===== src/tmr_pkg.sv =====
// Purpose: shared constants and carriers for the 8-bit timer compare/waveform block
// Assumes: one clock, counting advanced by a timer tick enable from the prescaler
// Notes: mode encodings follow the two-bit waveform and compare output fields
package tmr_pkg;

   localparam int TMR_WIDTH = 8;
   localparam logic [7:0] TMR_BOTTOM = 8'h00;
   localparam logic [7:0] TMR_MAX = 8'hff;
   localparam logic [7:0] TMR_COUNT_RST = 8'h00;
   localparam logic [7:0] TMR_COMPARE_RST = 8'h00;
   localparam logic [7:0] TMR_ONE = 8'h01;

   // counting sequence selector
   typedef enum logic [1:0] {
      TMR_WAVE_NORMAL = 2'b00,
      TMR_WAVE_PHASE = 2'b01,
      TMR_WAVE_CLEAR_ON_MATCH = 2'b10,
      TMR_WAVE_FAST_PWM = 2'b11
   } tmr_wave_e;

   // compare output action selector
   typedef enum logic [1:0] {
      TMR_COM_OFF = 2'b00,
      TMR_COM_TOGGLE = 2'b01,
      TMR_COM_CLEAR = 2'b10,
      TMR_COM_SET = 2'b11
   } tmr_com_e;

   // software configuration fields
   typedef struct packed {
      tmr_wave_e waveform_mode;
      tmr_com_e compare_output_mode;
   } tmr_ctrl_s;

   // software write strobes with their data
   typedef struct packed {
      logic counter_wr;
      logic [7:0] counter_data;
      logic compare_wr;
      logic [7:0] compare_data;
      logic force_compare_strobe;
      logic overflow_clear;
      logic compare_flag_clear;
   } tmr_write_s;

endpackage : tmr_pkg


===== src/tmr_compare_waveform.sv =====
// Purpose: 8-bit timer counter with compare match, waveform generation and pin override
// Assumes: timer_tick is the prescaled clock enable; software strobes are one cycle wide
// Notes: phase-correct mode is not built here; it counts as normal with no output action
//
// Function
// - nonzero compare output mode replaces the port value with compare output state.
// - pin direction stays with the direction bit; output visible only when driving.
// - pin override behaves the same in every waveform mode.
// - compare output mode zero leaves compare output state untouched at a match.
// - a new compare output mode acts from the next compare match.
// - force strobe applies the compare action at once in normal and clear-on-match modes.
// - counting depends on waveform mode only, never on compare output mode.
// - normal mode always increments, rolling from 0xff to 0x00.
// - normal mode sets overflow as counter becomes zero; only software clears it.
// - normal mode accepts a counter write at any time.
// - clear-on-match mode clears the counter when it equals the compare value.
// - clear-on-match compare value is unbuffered; a low value waits for wrap.
// - clear-on-match raises the compare flag every time top is reached.
// - clear-on-match with compare mode one toggles the output at each match.
// - clear-on-match sets overflow when counter passes from max to 0x00.
// - fast PWM counts 0 to 255 and clears on the tick after max.
// - fast PWM mode two clears on match, sets at zero; three is inverse.
// - fast PWM sets overflow each time the counter reaches max.
// - fast PWM mode one toggles at each match; compare value stays buffered.
// - fast PWM max compare gives constant level; zero gives a narrow pulse.
// - a counter equal to compare condition raises the compare flag next tick.
// - compare value direct in non-PWM modes, buffered and loaded at bottom in PWM.
// - forced compare changes output state only, not the flag or the counter.
`timescale 1ns/1ns
module tmr_compare_waveform
   import tmr_pkg::*;
(
   input wire logic clock,
   input wire logic nrst,
   input wire logic timer_tick,
   input wire tmr_ctrl_s ctrl,
   input wire tmr_write_s wr,
   input wire logic port_out_value,
   input wire logic compare_pin_direction_bit,
   output logic [7:0] counter_value,
   output logic [7:0] compare_value,
   output logic [7:0] compare_buffer,
   output logic overflow_flag,
   output logic compare_flag,
   output logic compare_output_state,
   output logic compare_output,
   output logic compare_pin_oe_n
);

   logic match_block;
   logic match;
   logic at_max;
   logic pwm_mode;
   logic bottom_load;
   logic next_state;

   // compare output action for a match in the given mode
   function automatic logic match_action(input logic cur, input tmr_com_e com);
      logic res;
      res = cur;
      case (com)
         TMR_COM_TOGGLE: res = ~cur;
         TMR_COM_CLEAR: res = 1'b0;
         TMR_COM_SET: res = 1'b1;
         default: res = cur;
      endcase
      return res;
   endfunction : match_action

   // comparator; a counter write blocks the match for one timer cycle
   assign match = (counter_value == compare_value) && !match_block;
   assign at_max = (counter_value == TMR_MAX);
   assign pwm_mode = (ctrl.waveform_mode == TMR_WAVE_FAST_PWM);
   // max to bottom step in fast PWM, where the buffered compare value lands
   assign bottom_load = timer_tick && pwm_mode && at_max && !wr.counter_wr;

   // counter: software write first, then the mode's count step
   always_ff @(posedge clock or negedge nrst) begin
      if (!nrst) begin
         counter_value <= TMR_COUNT_RST;
      end else if (wr.counter_wr) begin
         counter_value <= wr.counter_data;
      end else if (timer_tick) begin
         case (ctrl.waveform_mode)
            TMR_WAVE_CLEAR_ON_MATCH: begin
               if (match) begin
                  counter_value <= TMR_BOTTOM;
               end else begin
                  counter_value <= counter_value + TMR_ONE;
               end
            end
            TMR_WAVE_FAST_PWM: begin
               if (at_max) begin
                  counter_value <= TMR_BOTTOM;
               end else begin
                  counter_value <= counter_value + TMR_ONE;
               end
            end
            default: counter_value <= counter_value + TMR_ONE;
         endcase
      end
   end

   // match blocking after a counter write, lifted at the next timer tick
   always_ff @(posedge clock or negedge nrst) begin
      if (!nrst) begin
         match_block <= 1'b0;
      end else if (wr.counter_wr) begin
         match_block <= 1'b1;
      end else if (timer_tick) begin
         match_block <= 1'b0;
      end
   end

   // compare value: direct outside PWM, buffered and loaded at bottom in PWM
   always_ff @(posedge clock or negedge nrst) begin
      if (!nrst) begin
         compare_buffer <= TMR_COMPARE_RST;
         compare_value <= TMR_COMPARE_RST;
      end else begin
         if (wr.compare_wr) begin
            compare_buffer <= wr.compare_data;
         end
         if (!pwm_mode && wr.compare_wr) begin
            compare_value <= wr.compare_data;
         end else if (bottom_load) begin
            // late write in the load cycle still lands; avoids a stale period
            compare_value <= wr.compare_wr ? wr.compare_data : compare_buffer;
         end
      end
   end

   // overflow flag: hardware set wins over a software clear in the same cycle
   always_ff @(posedge clock or negedge nrst) begin
      if (!nrst) begin
         overflow_flag <= 1'b0;
      end else if (timer_tick && !wr.counter_wr && !pwm_mode && at_max) begin
         overflow_flag <= 1'b1;
      end else if (timer_tick && !wr.counter_wr && pwm_mode
                   && counter_value == TMR_MAX - TMR_ONE) begin
         overflow_flag <= 1'b1;
      end else if (wr.overflow_clear) begin
         overflow_flag <= 1'b0;
      end
   end

   // compare flag: set on the tick that ends the matching cycle, never by force
   always_ff @(posedge clock or negedge nrst) begin
      if (!nrst) begin
         compare_flag <= 1'b0;
      end else if (timer_tick && match) begin
         compare_flag <= 1'b1;
      end else if (wr.compare_flag_clear) begin
         compare_flag <= 1'b0;
      end
   end

   // waveform generator next state; mode field read only at the action moment
   always_comb begin
      next_state = compare_output_state;
      if (pwm_mode) begin
         if (timer_tick && match) begin
            next_state = match_action(compare_output_state,
                                      ctrl.compare_output_mode);
         end
         // bottom action after match so max compare holds a constant level
         if (bottom_load) begin
            if (ctrl.compare_output_mode == TMR_COM_CLEAR) begin
               next_state = 1'b1;
            end else if (ctrl.compare_output_mode == TMR_COM_SET) begin
               next_state = 1'b0;
            end
         end
      end else if (ctrl.waveform_mode != TMR_WAVE_PHASE) begin
         if ((timer_tick && match) || wr.force_compare_strobe) begin
            next_state = match_action(compare_output_state,
                                      ctrl.compare_output_mode);
         end
      end
   end

   // compare output state register; kept across mode changes
   always_ff @(posedge clock or negedge nrst) begin
      if (!nrst) begin
         compare_output_state <= 1'b0;
      end else begin
         compare_output_state <= next_state;
      end
   end

   // pin override, independent of the waveform mode; one cycle of register delay
   always_ff @(posedge clock or negedge nrst) begin
      if (!nrst) begin
         compare_output <= 1'b0;
         compare_pin_oe_n <= 1'b1;
      end else begin
         if (ctrl.compare_output_mode != TMR_COM_OFF) begin
            compare_output <= compare_output_state;
         end else begin
            compare_output <= port_out_value;
         end
         compare_pin_oe_n <= !compare_pin_direction_bit;
      end
   end
endmodule : tmr_compare_waveform


===== config.mk =====
export PLATFORM = sky130hd
export DESIGN_NAME = tmr_compare_waveform
export DESIGN_NICKNAME = d
export VERILOG_FILES = /design/src/tmr_pkg.sv /design/src/tmr_compare_waveform.sv
export SDC_FILE = /design/constraint.sdc
export NUM_CORES = 1
export LEC_CHECK = 0
export BUFFER_PORTS_ARGS = -buffer_cell sky130_fd_sc_hd__buf_2
export CAP_MARGIN = 25
export CORE_MARGIN = 8
export CORE_UTILIZATION = 44
export CTS_BUF_LIST = sky130_fd_sc_hd__clkbuf_4 sky130_fd_sc_hd__clkbuf_8 sky130_fd_sc_hd__clkbuf_16
export CTS_CLUSTER_DIAMETER = 200
export DETAILED_ROUTE_END_ITERATION = 8
export PLACE_DENSITY = 0.76
export SYNTH_ARGS = -nofsm -noshare
export SYNTH_HDL_FRONTEND = slang
export SYNTH_SLANG_ARGS = --single-unit

===== constraint.sdc =====
create_clock -name clock -period 1.8 [get_ports clock]
set_input_delay 0.18 -clock clock [delete_from_list [all_inputs] [get_ports clock]]
set_output_delay 0.18 -clock clock [all_outputs]
set_load 0.05 [all_outputs]

Word-level counts from Yosys, hierarchy flattened
Index checks and enable logic that the tools add are counted.
{"block": "classes", "n_reduce_logical": 24, "add_sub_neg": 1, "mux": 24, "bitwise_logic": 1, "n_eq_ne": 9}
{"op": "two-way mux 8 bit", "n": 7}
{"op": "== test 8 bit, second input constant", "n": 2}
{"op": "case mux 8 bit (2 select lines)", "n": 1}
{"op": "two-way mux 1 bit", "n": 15}
{"op": "nonzero test 2 bit", "n": 6}
{"op": "logical AND 1 bit", "n": 11}
{"op": "adder 8 x 1 -> 8 bit, second input constant", "n": 1}
{"op": "== test 2 bit, second input constant", "n": 4}
{"op": "== test 8 bit", "n": 1}
{"op": "logical NOT 1 bit", "n": 4}
{"op": "case mux 1 bit (3 select lines)", "n": 1}
{"op": "nonzero test 3 bit", "n": 1}
{"op": "== test 2 x 1 -> 1 bit, second input constant", "n": 1}
{"op": "!= test 2 x 1 -> 1 bit, second input constant", "n": 1}
{"op": "AND reduction 2 bit", "n": 1}
{"op": "logical OR 1 bit", "n": 1}
{"op": "NOT 1 bit", "n": 1}
{"block": "word_totals", "reg_bits": 30, "wordCells": 68, "out_inout_bits": 29, "input_bits": 30}

Logic depth before layout (Yosys ltp)
Gate-level depths: netlist of the first run.
{"block": "logic_depth", "depth_word": 8, "depth_mapped": 8, "mapped_depth_nobuf": 7}

Worst setup path after synthesis of the first run
No wires, ideal clock.
{"block": "synth_path", "kind": "register to register", "start": "reg counter_value[3]", "end": "reg compare_output_state", "required_time_ns": 1.696, "path_stages_with_launch": 8, "setup_time_ns": 0.104, "slack_ns": -0.436, "arrival_ns": 2.133, "period_less_slack_ns": 2.236, "cell_sequence": "dfrtp_1 > clkbuf_1 > o221ai_1 > nor3_1 > nor3b_1 > nor2_1 > mux2i_1 > a221oi_1"}
{"block": "synth_via", "elab_chain_cells": 8}
{"element": "start: declaration", "line": "tmr_compare_waveform.sv:40", "source": "output logic [7:0] counter_value,"}
{"element": "start signal: assignment", "line": "tmr_compare_waveform.sv:82", "source": "counter_value <= wr.counter_data;"}
{"element": "start signal: assignment", "line": "tmr_compare_waveform.sv:89", "source": "counter_value <= counter_value + TMR_ONE;"}
{"element": "start signal: assignment", "line": "tmr_compare_waveform.sv:96", "source": "counter_value <= counter_value + TMR_ONE;"}
{"element": "== test 8 bit", "line": "tmr_compare_waveform.sv:71", "source": "assign match = (counter_value == compare_value) && !match_block;"}
{"element": "logical AND 1 bit", "line": "tmr_compare_waveform.sv:71"}
{"element": "logical AND 1 bit", "line": "tmr_compare_waveform.sv:162, tmr_compare_waveform.sv:175"}
{"element": "two-way mux 1 bit", "line": "tmr_compare_waveform.sv:162", "source": "if (timer_tick && match) begin"}
{"element": "two-way mux 1 bit", "line": "tmr_compare_waveform.sv:170", "source": "end else if (ctrl.compare_output_mode == TMR_COM_SET) begin"}
{"element": "two-way mux 1 bit", "line": "tmr_compare_waveform.sv:168", "source": "if (ctrl.compare_output_mode == TMR_COM_CLEAR) begin"}
{"element": "two-way mux 1 bit", "line": "tmr_compare_waveform.sv:167", "source": "if (bottom_load) begin"}
{"element": "two-way mux 1 bit", "line": "tmr_compare_waveform.sv:161", "source": "if (pwm_mode) begin"}
{"element": "end signal: assignment", "line": "tmr_compare_waveform.sv:187", "source": "compare_output_state <= next_state;"}
{"element": "end: declaration", "line": "tmr_compare_waveform.sv:45", "source": "output logic compare_output_state,"}
Parallel ways exist; a longest one is shown, timed or not.
A chain may end at the register's enable or synchronous reset.

Final worst setup path of the first run
{"block": "layout_path", "start": "reg compare_value[0]", "end": "reg counter_value[7]"}
{"block": "layout_via", "elab_chain_cells": 6}
{"element": "start: declaration", "line": "tmr_compare_waveform.sv:41", "source": "output logic [7:0] compare_value,"}
{"element": "start signal: assignment", "line": "tmr_compare_waveform.sv:125", "source": "compare_value <= wr.compare_data;"}
{"element": "start signal: assignment", "line": "tmr_compare_waveform.sv:128", "source": "compare_value <= wr.compare_wr ? wr.compare_data : compare_buffer;"}
{"element": "== test 8 bit", "line": "tmr_compare_waveform.sv:71"}
{"element": "logical AND 1 bit", "line": "tmr_compare_waveform.sv:71"}
{"element": "two-way mux 8 bit", "line": "tmr_compare_waveform.sv:86", "source": "if (match) begin"}
{"element": "case mux 8 bit (2 select lines)", "line": "tmr_compare_waveform.sv:84", "source": "case (ctrl.waveform_mode)"}
{"element": "two-way mux 8 bit", "line": "tmr_compare_waveform.sv:83", "source": "end else if (timer_tick) begin"}
{"element": "two-way mux 8 bit", "line": "tmr_compare_waveform.sv:81", "source": "end else if (wr.counter_wr) begin"}
Every way passes these cells. The select of a mux whose other input is x is not followed.

==> metrics, run 1 <==
outcome=complete, but fails checks; failing checks=negative setup slack; Mean Syn Cell Area=10.9 um2; R2R depth=7; Setup crit start kind=flip-flop; Simple-Gate Fraction of Synth Area=between 10% and 20%; Setup WS post-layout=-178 ps; Clock transition at path regs=100 ps; Die Y=75.5 um; fin. max-slew vios=0; Clock Sinks=30; TritonCTS Buffers=5; hpwl dp=approximately 3500 um; Synth Area in Adders=1.61%; Synth Area in XOR/XNOR=2.81%; kind of critical path=reg2reg; io pins=59; initial core utilization=46.3%; number of max-cap violations=0; antenna diode count=0; H-Tree Depth=2; Final Non-Filler Cells=~280; Die ar.=5700 um2; Post-Syn Area=1560 um2; initial antenna violation count=0; share of cells above drive strength 1=a little under three fifths; DRC=0; Lkg Pwr=1.09 nW; RSZ-0062 raised after global routing=yes; DP Worst Slack=-162 ps; Setup violations, final=7; Final Cell Area=2290 um2; HP Class=in2reg; Max Root-Sink Buffers=2; Placed Cells=264; Yosys reg bits=30; crit share post-route=110%; Synth cell types=39; R2R setup slack=-180 ps; largest family of logic cells by synthesized area=simple AND/OR/NAND/NOR gates; final wirelength=around 4600 um; wire per inst=around 17 um; gpl congestion=0.882; launch point of the critical path=compare_value[0]$_DFFE_PN0P_; Synth warnings=0; dpl cell area=roughly 2100 um2; Synth Instances=143; CP endpoint kind=flip-flop; CTS tree=yes; core area=3360 um2; final hold vios=0; vias per inst=5.30; Max Fclk=506 MHz; Synth area leader=dfrtp_1; reg2reg start=compare_value[0]$_DFFE_PN0P_; RR Endpoint=counter_value[7]$_DFFE_PN0P_; DR vias=approximately 1500; gr usage total=roughly 17%; crit path time final=1980 ps; Final ANT Viol Nets=0; Nets=about 260; top cells by area, synth=dfrtp_1 47%, mux2_2 11%, a221o_1 3.2%, xnor2_1 2.8%, mux2i_1 2.6%; IO Port Bufs=58; worst path required time=2020 ps; WP data arrival=2200 ps; first-pass GRT wire length=7210 um; GRT overflow=0; die width=75.5 um; sequential share of the synthesized area=between 40 and 50%; Syn Nets=175; max_slew headroom=54.1%; Worst Setup EP=counter_value[7]$_DFFE_PN0P_; pin count of the biggest net entering global routing=31; num rows=21; Commonest cells post-synth=29 x dfrtp_1, 15 x mux2_2, 9 x inv_1, 9 x nor2_1, 7 x a21oi_1; root buffer cell=clkbuf_4; top cell type's share of synthesized area=46.6%; worst slew pin tran=688 ps; EDFF count, synth=0; vias in the first global route=1585; most frequent cell after synthesis=dfrtp_1; ys flop type=dfrtp_1; Starting DRT DRC Count=~60; peak supply drop=~680 uV; Worst Path Max Fanout=6; Pre-antenna DRT Iters=4; pwr dens=1030 nW/um2; total power=0.00237 W; complex-gate fraction of the synthesized area=14.5%; Layout area overhead=47.0%; share of flip-flops with an asynchronous set or reset=100%; mux cell area share after synthesis=14.3%; Clock Skew=10.2 ps; Clk Latency, worst-skew pair=340 ps
-- cells by family (layout without fill, tap and decap cells) --
family                     Yosys count  count (layout)
muxes                               20              20
xor gates and xnor gates             5               5
adders and majority gates            2               2
DFF                                 30              30
buffers and inverters               14             101
AOI/OAI and AO/OA                   30              30
and+or+nand+nor                     42              42
-- cell usage in the layout (no fill, tap or decap), types with 3 or more instances in the layout --
cell type,Yosys,final
a21oi_1,7,6
nor3b_1,4,3
dfrtp_2,0,10
nor2_1,9,9
clkbuf_4,0,5
nand2_1,6,5
buf_2,0,58
a221o_1,5,5
o21ai_0,5,3
xnor2_1,5,5
buf_4,0,23
nand3_1,4,4
dfrtp_1,29,19
mux2_2,15,15
inv_1,9,9
nor2b_1,4,3
mux2i_1,4,4
-- power by group --
group / internal [W] / leakage (nW) / switching [W]
logic: 0.000285 / 0.683 / 0.000522
clock network: 0.000470 / 0.0585 / 0.000253
registers: 0.000761 / 0.345 / 0.0000739
total: 0.00152 / 1.09 / 0.000850
-- registers in the layout, indices dropped and copies added (netlist names) --
signal                flops
compare_value             8
compare_buffer            8
compare_output_state      1
overflow_flag             1
match_block               1
compare_output            1
compare_flag              1
counter_value             8
compare_pin_oe_n          1
-- worst min path at each step --
stage               startpoint                     endpoint  slack [ps]  cells past startpoint
CTS                      wr[1]    overflow_flag$_DFFE_PN0P_          20                      2
finish                   wr[1]    overflow_flag$_DFFE_PN0P_          20                      2
detailed placement        nrst      match_block$_DFFE_PN0P_         260                      1
global placement          nrst  compare_buffer[1]$_DFF_PN0_         250                      1
floorplan                 nrst  compare_buffer[0]$_DFF_PN0_        -120                      0
global route             wr[1]    overflow_flag$_DFFE_PN0P_          40                      2
-- layer usage --
metal  global-route usage [%]  wire length, um
met2                     28.9             2330
met5                        0                0
met1                     17.7             1760
met3                     6.71              401
met4                     8.53              118
-- worst max-delay path, stage by stage (launching register included) --
cell      delay (ps)
dfrtp_2          420
nor2b_4          120
a2111o_1         410
nor4_2           170
nand3_2          160
o311ai_4         170
o21ai_2          110
a221o_1          300
-- layout make-up --
class,count,area [um2]
clock buffers,6,51.3
fillers,273,1070
multi-input cells,99,818
repair buffers,84,503
well taps,46,57.6
inverters,9,33.8
clock inverters,2,60.1
flip-flops and latches,30,764
-- repair_timing --
item | CTS | global route
setup buffers | 0 | 2
pin swaps | 0 | 2
resized for setup | 2 | 7
setup endpoints to repair | 13 | 17
hold buffers | 2 | 0
endpoints found under the hold margin | 30 | 0
-- stage by stage --
step	utilization, %	hold WS [ps]	setup TNS, ps
after floorplan	-	-116	-2520
after global placement	61.9	248	-541
after detailed placement	61.9	262	-917
after CTS	66.1	23.1	-1620
after global routing	68.0	35.9	-1650
final	68.0	18.5	-732
No activity file was read; power rests on OpenSTA's default activity.
==> run 2: changes to the inputs <==
- CORE_UTILIZATION: 44 -> 52
- PLACE_DENSITY: 0.76 -> 0.84
- SETUP_SLACK_MARGIN: unset -> 0.5
- clock period: 1.8 -> 2.57 ns (I/O delays scaled with it)
==> metrics, run 2 (same netlist as run 1, synthesis figures left out) <==
outcome=finished clean; Clock Sinks=30 (unchanged); GRT overflow=0 (unchanged); CTS tree=yes; Die ar.=5000 um2 (-12%); DP Worst Slack=428 ps (+590 ps); IO Port Bufs=58 (unchanged); Clock transition at path regs=100 ps (about the same); Pre-antenna DRT Iters=4 (unchanged); worst path cell trace=nor2b_1 -> a2111o_1 -> nor4_2 -> nand3_2 -> o311ai_4 -> o21ai_2 -> a221o_1; GRT busiest layer=met2; Max Root-Sink Buffers=2 (unchanged); Layout area overhead=30.4%; vias in the first global route=1514 (-4.5%); Worst Hold Path EP=compare_pin_oe_n$_DFF_PN1_; commonest non-fill, non-tap cell in the layout=buf_2; Setup crit start kind=flip-flop; hpwl dp=3210 um (-7.8%); setup TNS=0 ps (+732 ps); Top Registers=compare_buffer (8), compare_value (8), counter_value (8); peak supply drop=488 uV (-28%); io pins=59 (unchanged); Starting DRT DRC Count=85 (+39%); num rows=20 (-4.8%); root buffer cell=clkbuf_4; gpl congestion=0.914 (+3.6%); Setup WS post-layout=481 ps (+658 ps); most frequent cells in the layout=58 x buf_2, 19 x dfrtp_1, 15 x mux2_2, 10 x dfrtp_2; kind of critical path=reg2reg; Setup violations, final=0 (-7); DRC=0 (unchanged); FILL cells=223 (-18%); final hold vios=0 (unchanged); first-pass GRT wire length=7110 um (-1.3%); crit share post-route=81.3% (-29 points); Worst Path Buf+Inv=0 (unchanged); crit path time final=2090 ps (+112 ps); Die Y=70.7 um (-6.3%); Max Fclk=479 MHz (-5.3%); fin. max-slew vios=0 (unchanged); R2R depth=7 (unchanged); worst slew pin tran=644 ps (-44.7 ps); R2R setup slack=480 ps (+660 ps); TritonCTS Buffers=5 (unchanged); RR Endpoint=counter_value[7]$_DFFE_PN0P_; vias per inst=5.86 (+11%); slowest cell on the critical path=dfrtp_2; CP top delay family=compound AO/OA/AOI/OAI gates; antenna diode count=0 (unchanged); Nets=238 (-8.8%); CP endpoint kind=flip-flop; pin count of the biggest net entering global routing=31 (unchanged); RSZ-0062 raised after global routing=yes; max_slew headroom=57.1% (+3.0 points); initial core utilization=52.7% (+6.4 points); Lkg Pwr=0.934 nW (-14%); met1 Usage GRT=19.2% (+1.5 points); die width=70.7 um (-6.3%); HP Start=compare_pin_direction_bit; H-Tree Depth=2 (unchanged); gr usage total=17.7% (+0.77 points); reg2reg start=compare_value[0]$_DFFE_PN0P_; Clk Latency, worst-skew pair=330 ps (about the same); WP data arrival=2300 ps (+100 ps); pwr dens=679 nW/um2 (-34%); met2 Resource Use GR=28.2% (-0.64 points); Clock Skew=14.6 ps (+4.37 ps); Worst Path Max Fanout=6 (unchanged); CP max stage delay=440 ps (+20 ps); total power=0.00138 W (-42%); hold depth=2 (unchanged); final wirelength=4240 um (-8.1%); share of cells above drive strength 1=53.6% (-3.3 points); wire per inst=17.7 um (+5.6%); initial antenna violation count=0 (unchanged); number of max-cap violations=0 (unchanged); worst path required time=2780 ps (+760 ps); HP Class=in2reg; Final ANT Viol Nets=0 (unchanged); M3 GR Usage=7.91% (+1.2 points); DR vias=1406 (-3.9%); core area=2950 um2 (-12%)
-- run 2: cell type report --
cell class	instances	area (um2)	area share [%]
clock buffer	6	45.0	2.22
tap	33	41.3	2.03
inverter	9	33.8	1.66
clock inverter	2	10.0	0.493
timing repair buffer	61	315	15.5
multi-input combinational	99	820	40.4
sequential	30	764	37.7
-- run 2: per-stage QoR --
stage	std cells	instance area [um2]	hold WS [ps]	util, %
3_3_place_gp	229	1890	316	64.2
2_1_floorplan	143	1590	-38.6	-
6_report	240	2030	27.5	68.7
4_1_cts	238	1980	15.3	67.0
3_5_place_dp	229	1890	330	64.2
5_1_grt	240	2030	15.3	68.7
-- run 2: metal layers --
metal  routed length [um]  up-vias
met5                    0        -
met4                  100        0
met3                  341       14
met2                 2090       61
met1                 1700      675
li1                     -      656
-- run 2: worst max path at each step --
stage	from	to	slack [ps]	depth (start not counted)
2_1_floorplan	counter_value[2]$_DFFE_PN0P_	compare_output_state$_DFFE_PN0P_	480	8
3_3_place_gp	compare_value[0]$_DFFE_PN0P_	compare_output_state$_DFFE_PN0P_	530	6
3_5_place_dp	counter_value[0]$_DFFE_PN0P_	compare_output_state$_DFFE_PN0P_	430	7
4_1_cts	compare_value[0]$_DFFE_PN0P_	counter_value[7]$_DFFE_PN0P_	490	7
5_1_grt	compare_value[0]$_DFFE_PN0P_	counter_value[4]$_DFFE_PN0P_	430	7
6_report	compare_value[0]$_DFFE_PN0P_	counter_value[7]$_DFFE_PN0P_	480	7
-- run 2: where the power goes --
group / switching (W) / leakage [nW] / internal [W] / total [W]
Clock: 0.000164 / 0.0354 / 0.000115 / 0.000278
Sequential: 0.0000679 / 0.345 / 0.000533 / 0.000601
Combinational: 0.000342 / 0.554 / 0.000157 / 0.000499
-- run 2: timing repair --
action | in CTS | in global routing
hold endpoints to repair | 29 | 0
hold buffers | 1 | 0
setup buffers | 0 | 2
setup endpoints to repair | 8 | 8
gates cloned | 0 | 0
pin swaps | 0 | 1
gates resized for setup | 3 | 7
==> run 3: changes to the inputs <==
- ABC_AREA: unset -> 1
- CORE_UTILIZATION: 52 -> 44
- PLACE_DENSITY: 0.84 -> 0.75
- clock period: 2.57 -> 1.85 ns (I/O delays scaled with it)
==> metrics, run 3 <==
outcome=finished clean; Synth Instances=183 (+28%); R2R depth=9 (+2); Simple-Gate Fraction of Synth Area=20.4% (+5.4 points); Final Non-Filler Cells=311 (+30%); Die ar.=5890 um2 (+18%); hpwl dp=3360 um (+4.6%); Synth Area in XOR/XNOR=3.78% (+0.96 points); crit path time final=1560 ps (-526 ps); Synth cell types=27 (-31%); HP Class=in2reg; kind of critical path=reg2reg; Clk Latency, worst-skew pair=280 ps (-50 ps); initial core utilization=45.0% (-7.7 points); EDFF count, synth=0 (unchanged); final hold vios=0 (unchanged); Worst Path Buf+Inv=1 (+1); Top Registers=compare_buffer (8), compare_value (8), counter_value (8); most frequent cells in the layout=57 x buf_2, 40 x nand2_1, 19 x inv_1, 15 x dfrtp_1, 15 x buf_4; worst slew pin tran=692 ps (+48.7 ps); core area=3610 um2 (+22%); setup TNS=0 ps (unchanged); Clock transition at path regs=70 ps (-30 ps); Setup crit start kind=flip-flop; gpl congestion=0.859 (-6.0%); launch point of the critical path=counter_value[1]$_DFFE_PN0P_; WP depth=9 (+2); pin count of the biggest net entering global routing=31 (unchanged); worst path required time=2010 ps (-770 ps); FILL cells=314 (+41%); Starting DRT DRC Count=47 (-45%); Max Fclk=640 MHz (+34%); io pins=59 (unchanged); root buffer cell=clkbuf_8; vias per inst=4.82 (-18%); H-Tree Depth=2 (unchanged); peak supply drop=608 uV (+24%); Max Root-Sink Buffers=2 (unchanged); Die Y=76.7 um (+8.5%); CP max stage delay=440 ps (about the same); Clock Sinks=30 (unchanged); commonest non-fill, non-tap cell in the layout=buf_2; die width=76.7 um (+8.5%); CP top delay family=simple AND/OR/NAND/NOR gates; first-pass GRT wire length=7870 um (+11%); fin. max-slew vios=0 (unchanged); vias in the first global route=1650 (+9.0%); largest family of logic cells by synthesized area=simple AND/OR/NAND/NOR gates; max_slew headroom=53.8% (-3.2 points); DR vias=1500 (+6.7%); Pre-antenna DRT Iters=4 (unchanged); DRC=0 (unchanged); top cells by area, synth=dfrtp_1 45%, nand2_1 9.9%, inv_1 6.2%, mux2_2 5.6%, o21ai_0 3.4%; RSZ-0062 raised after global routing=yes; mux cell area share after synthesis=6.94% (-7.4 points); antenna diode count=0 (unchanged); worst path cell trace=inv_2 -> nand2_2 -> nand2_1 -> nor2_1 -> nand2_1 -> nor2_4 -> nand4_1 -> nand2_2 -> o21ai_1; GRT overflow=0 (unchanged); Syn Nets=215 (+23%); Mean Syn Cell Area=8.87 um2 (-19%); Worst Setup EP=counter_value[2]$_DFFE_PN0P_; crit share post-route=84.5% (+3.2 points); IO Port Bufs=58 (unchanged); TritonCTS Buffers=5 (unchanged); Worst Path Max Fanout=6 (unchanged); wire per inst=15.1 um (-14%); share of flip-flops with an asynchronous set or reset=100% (unchanged); R2R setup slack=290 ps (-190 ps); Post-Syn Area=1620 um2 (+4.3%); top cell type's share of synthesized area=44.7% (-1.9 points); reg2reg start=counter_value[1]$_DFFE_PN0P_; most frequent cell after synthesis=nand2_1; sequential share of the synthesized area=46.3% (-2.0 points); CP endpoint kind=flip-flop; complex-gate fraction of the synthesized area=13.1% (-1.4 points); Placed Cells=288 (+26%); share of cells above drive strength 1=54.4% (+0.75 points); pwr dens=1030 nW/um2 (+52%); number of max-cap violations=0 (unchanged); Nets=294 (+24%); Lkg Pwr=1.18 nW (+26%); Synth Area in Adders=1.54% (-0.066 points); Layout area overhead=43.6%; Yosys reg bits=30 (unchanged); ys flop type=dfrtp_1; CTS tree=yes; initial antenna violation count=0 (unchanged); Clock Skew=5.96 ps (-8.63 ps); WP data arrival=1720 ps (-580 ps); Commonest cells post-synth=43 x nand2_1, 29 x dfrtp_1, 27 x inv_1; slowest cell on the critical path=dfrtp_2; Synth warnings=0 (unchanged); num rows=22 (+10%); Synth area leader=dfrtp_1; final wirelength=4700 um (+11%); gr usage total=16.4% (-1.3 points); Final ANT Viol Nets=0 (unchanged); Setup violations, final=0 (unchanged); RR Endpoint=counter_value[2]$_DFFE_PN0P_
[run 3: timing repair]
item / 4_1_cts / 5_1_grt
endpoints found under the hold margin: 30 / 0
hold buffers: 2 / 0
gates cloned: 0 / 0
endpoints found under the setup margin: 17 / 19
pin swaps: 11 / 2
resized for setup: 9 / 13
buffers inserted: 12 / 1
[run 3: how the worst min path moves through the flow]
stage | to | slack [ps] | from | cells past startpoint
final | compare_flag$_DFFE_PN0P_ | 90 | wr[0] | 2
after global routing | overflow_flag$_DFFE_PN0P_ | 90 | wr[1] | 2
after CTS | compare_flag$_DFFE_PN0P_ | 90 | wr[0] | 2
after detailed placement | compare_buffer[0]$_DFF_PN0_ | 260 | nrst | 1
after global placement | compare_buffer[7]$_DFF_PN0_ | 260 | nrst | 1
after floorplan | compare_buffer[0]$_DFF_PN0_ | -110 | nrst | 0
[run 3: kinds of logic after synthesis]
logic type | Yosys count
flops | 30
simple gates | 72
fa+ha+maj | 2
xor+xnor | 7
buf+inv | 31
compound gates | 31
mux | 10
[run 3: through the flow]
stage / setup slack, ps / total power [W] / area (um2) / hold slack [ps] / utilization [%]
after detailed placement: 223 / 0.00151 / 2010 / 263 / 55.8
after floorplan: 137 / 0.00133 / 1670 / -111 / -
after global placement: 276 / 0.00150 / 2010 / 265 / 55.8
after CTS: 323 / 0.00239 / 2280 / 92.3 / 63.4
after global routing: 189 / 0.00251 / 2330 / 91.6 / 64.6
final: 287 / 0.00240 / 2330 / 94.7 / 64.6
[run 3: layout make-up]
| class | instances | area, um2 | area share [%] |
|---|---|---|---|
| clock buffers | 6 | 82.6 | 3.54 |
| clock inverters | 2 | 60.1 | 2.58 |
| inverters | 27 | 101 | 4.35 |
| multi-input cells | 122 | 817 | 35.1 |
| flip-flops and latches | 30 | 769 | 33.0 |
| well taps | 48 | 60.1 | 2.58 |
| repair buffers | 76 | 440 | 18.9 |
[run 3: routing by layer]
metal,global-route usage [%],wire length (um)
met4,6.54,91
met1,18.7,1990
met2,27.3,2330
met3,5.94,291
met5,0,0
[run 3: worst reg2reg max path: cells and delay by family (launching register included)]
family                 cells  cell delay, ps
buffers and inverters      1              50
flip-flops                 1             440
AND/OR/NAND/NOR            7             880
AO/OA/AOI/OAI              1              80
[run 3: report_power, final]
| group | switching [W] | internal [W] | leakage [nW] | total [W] |
|---|---|---|---|---|
| Sequential | 0.0000787 | 0.000741 | 0.346 | 0.000820 |
| Combinational | 0.000519 | 0.000232 | 0.760 | 0.000752 |
| Clock | 0.000258 | 0.000575 | 0.0714 | 0.000833 |
| Total | 0.000856 | 0.00155 | 1.18 | 0.00240 |
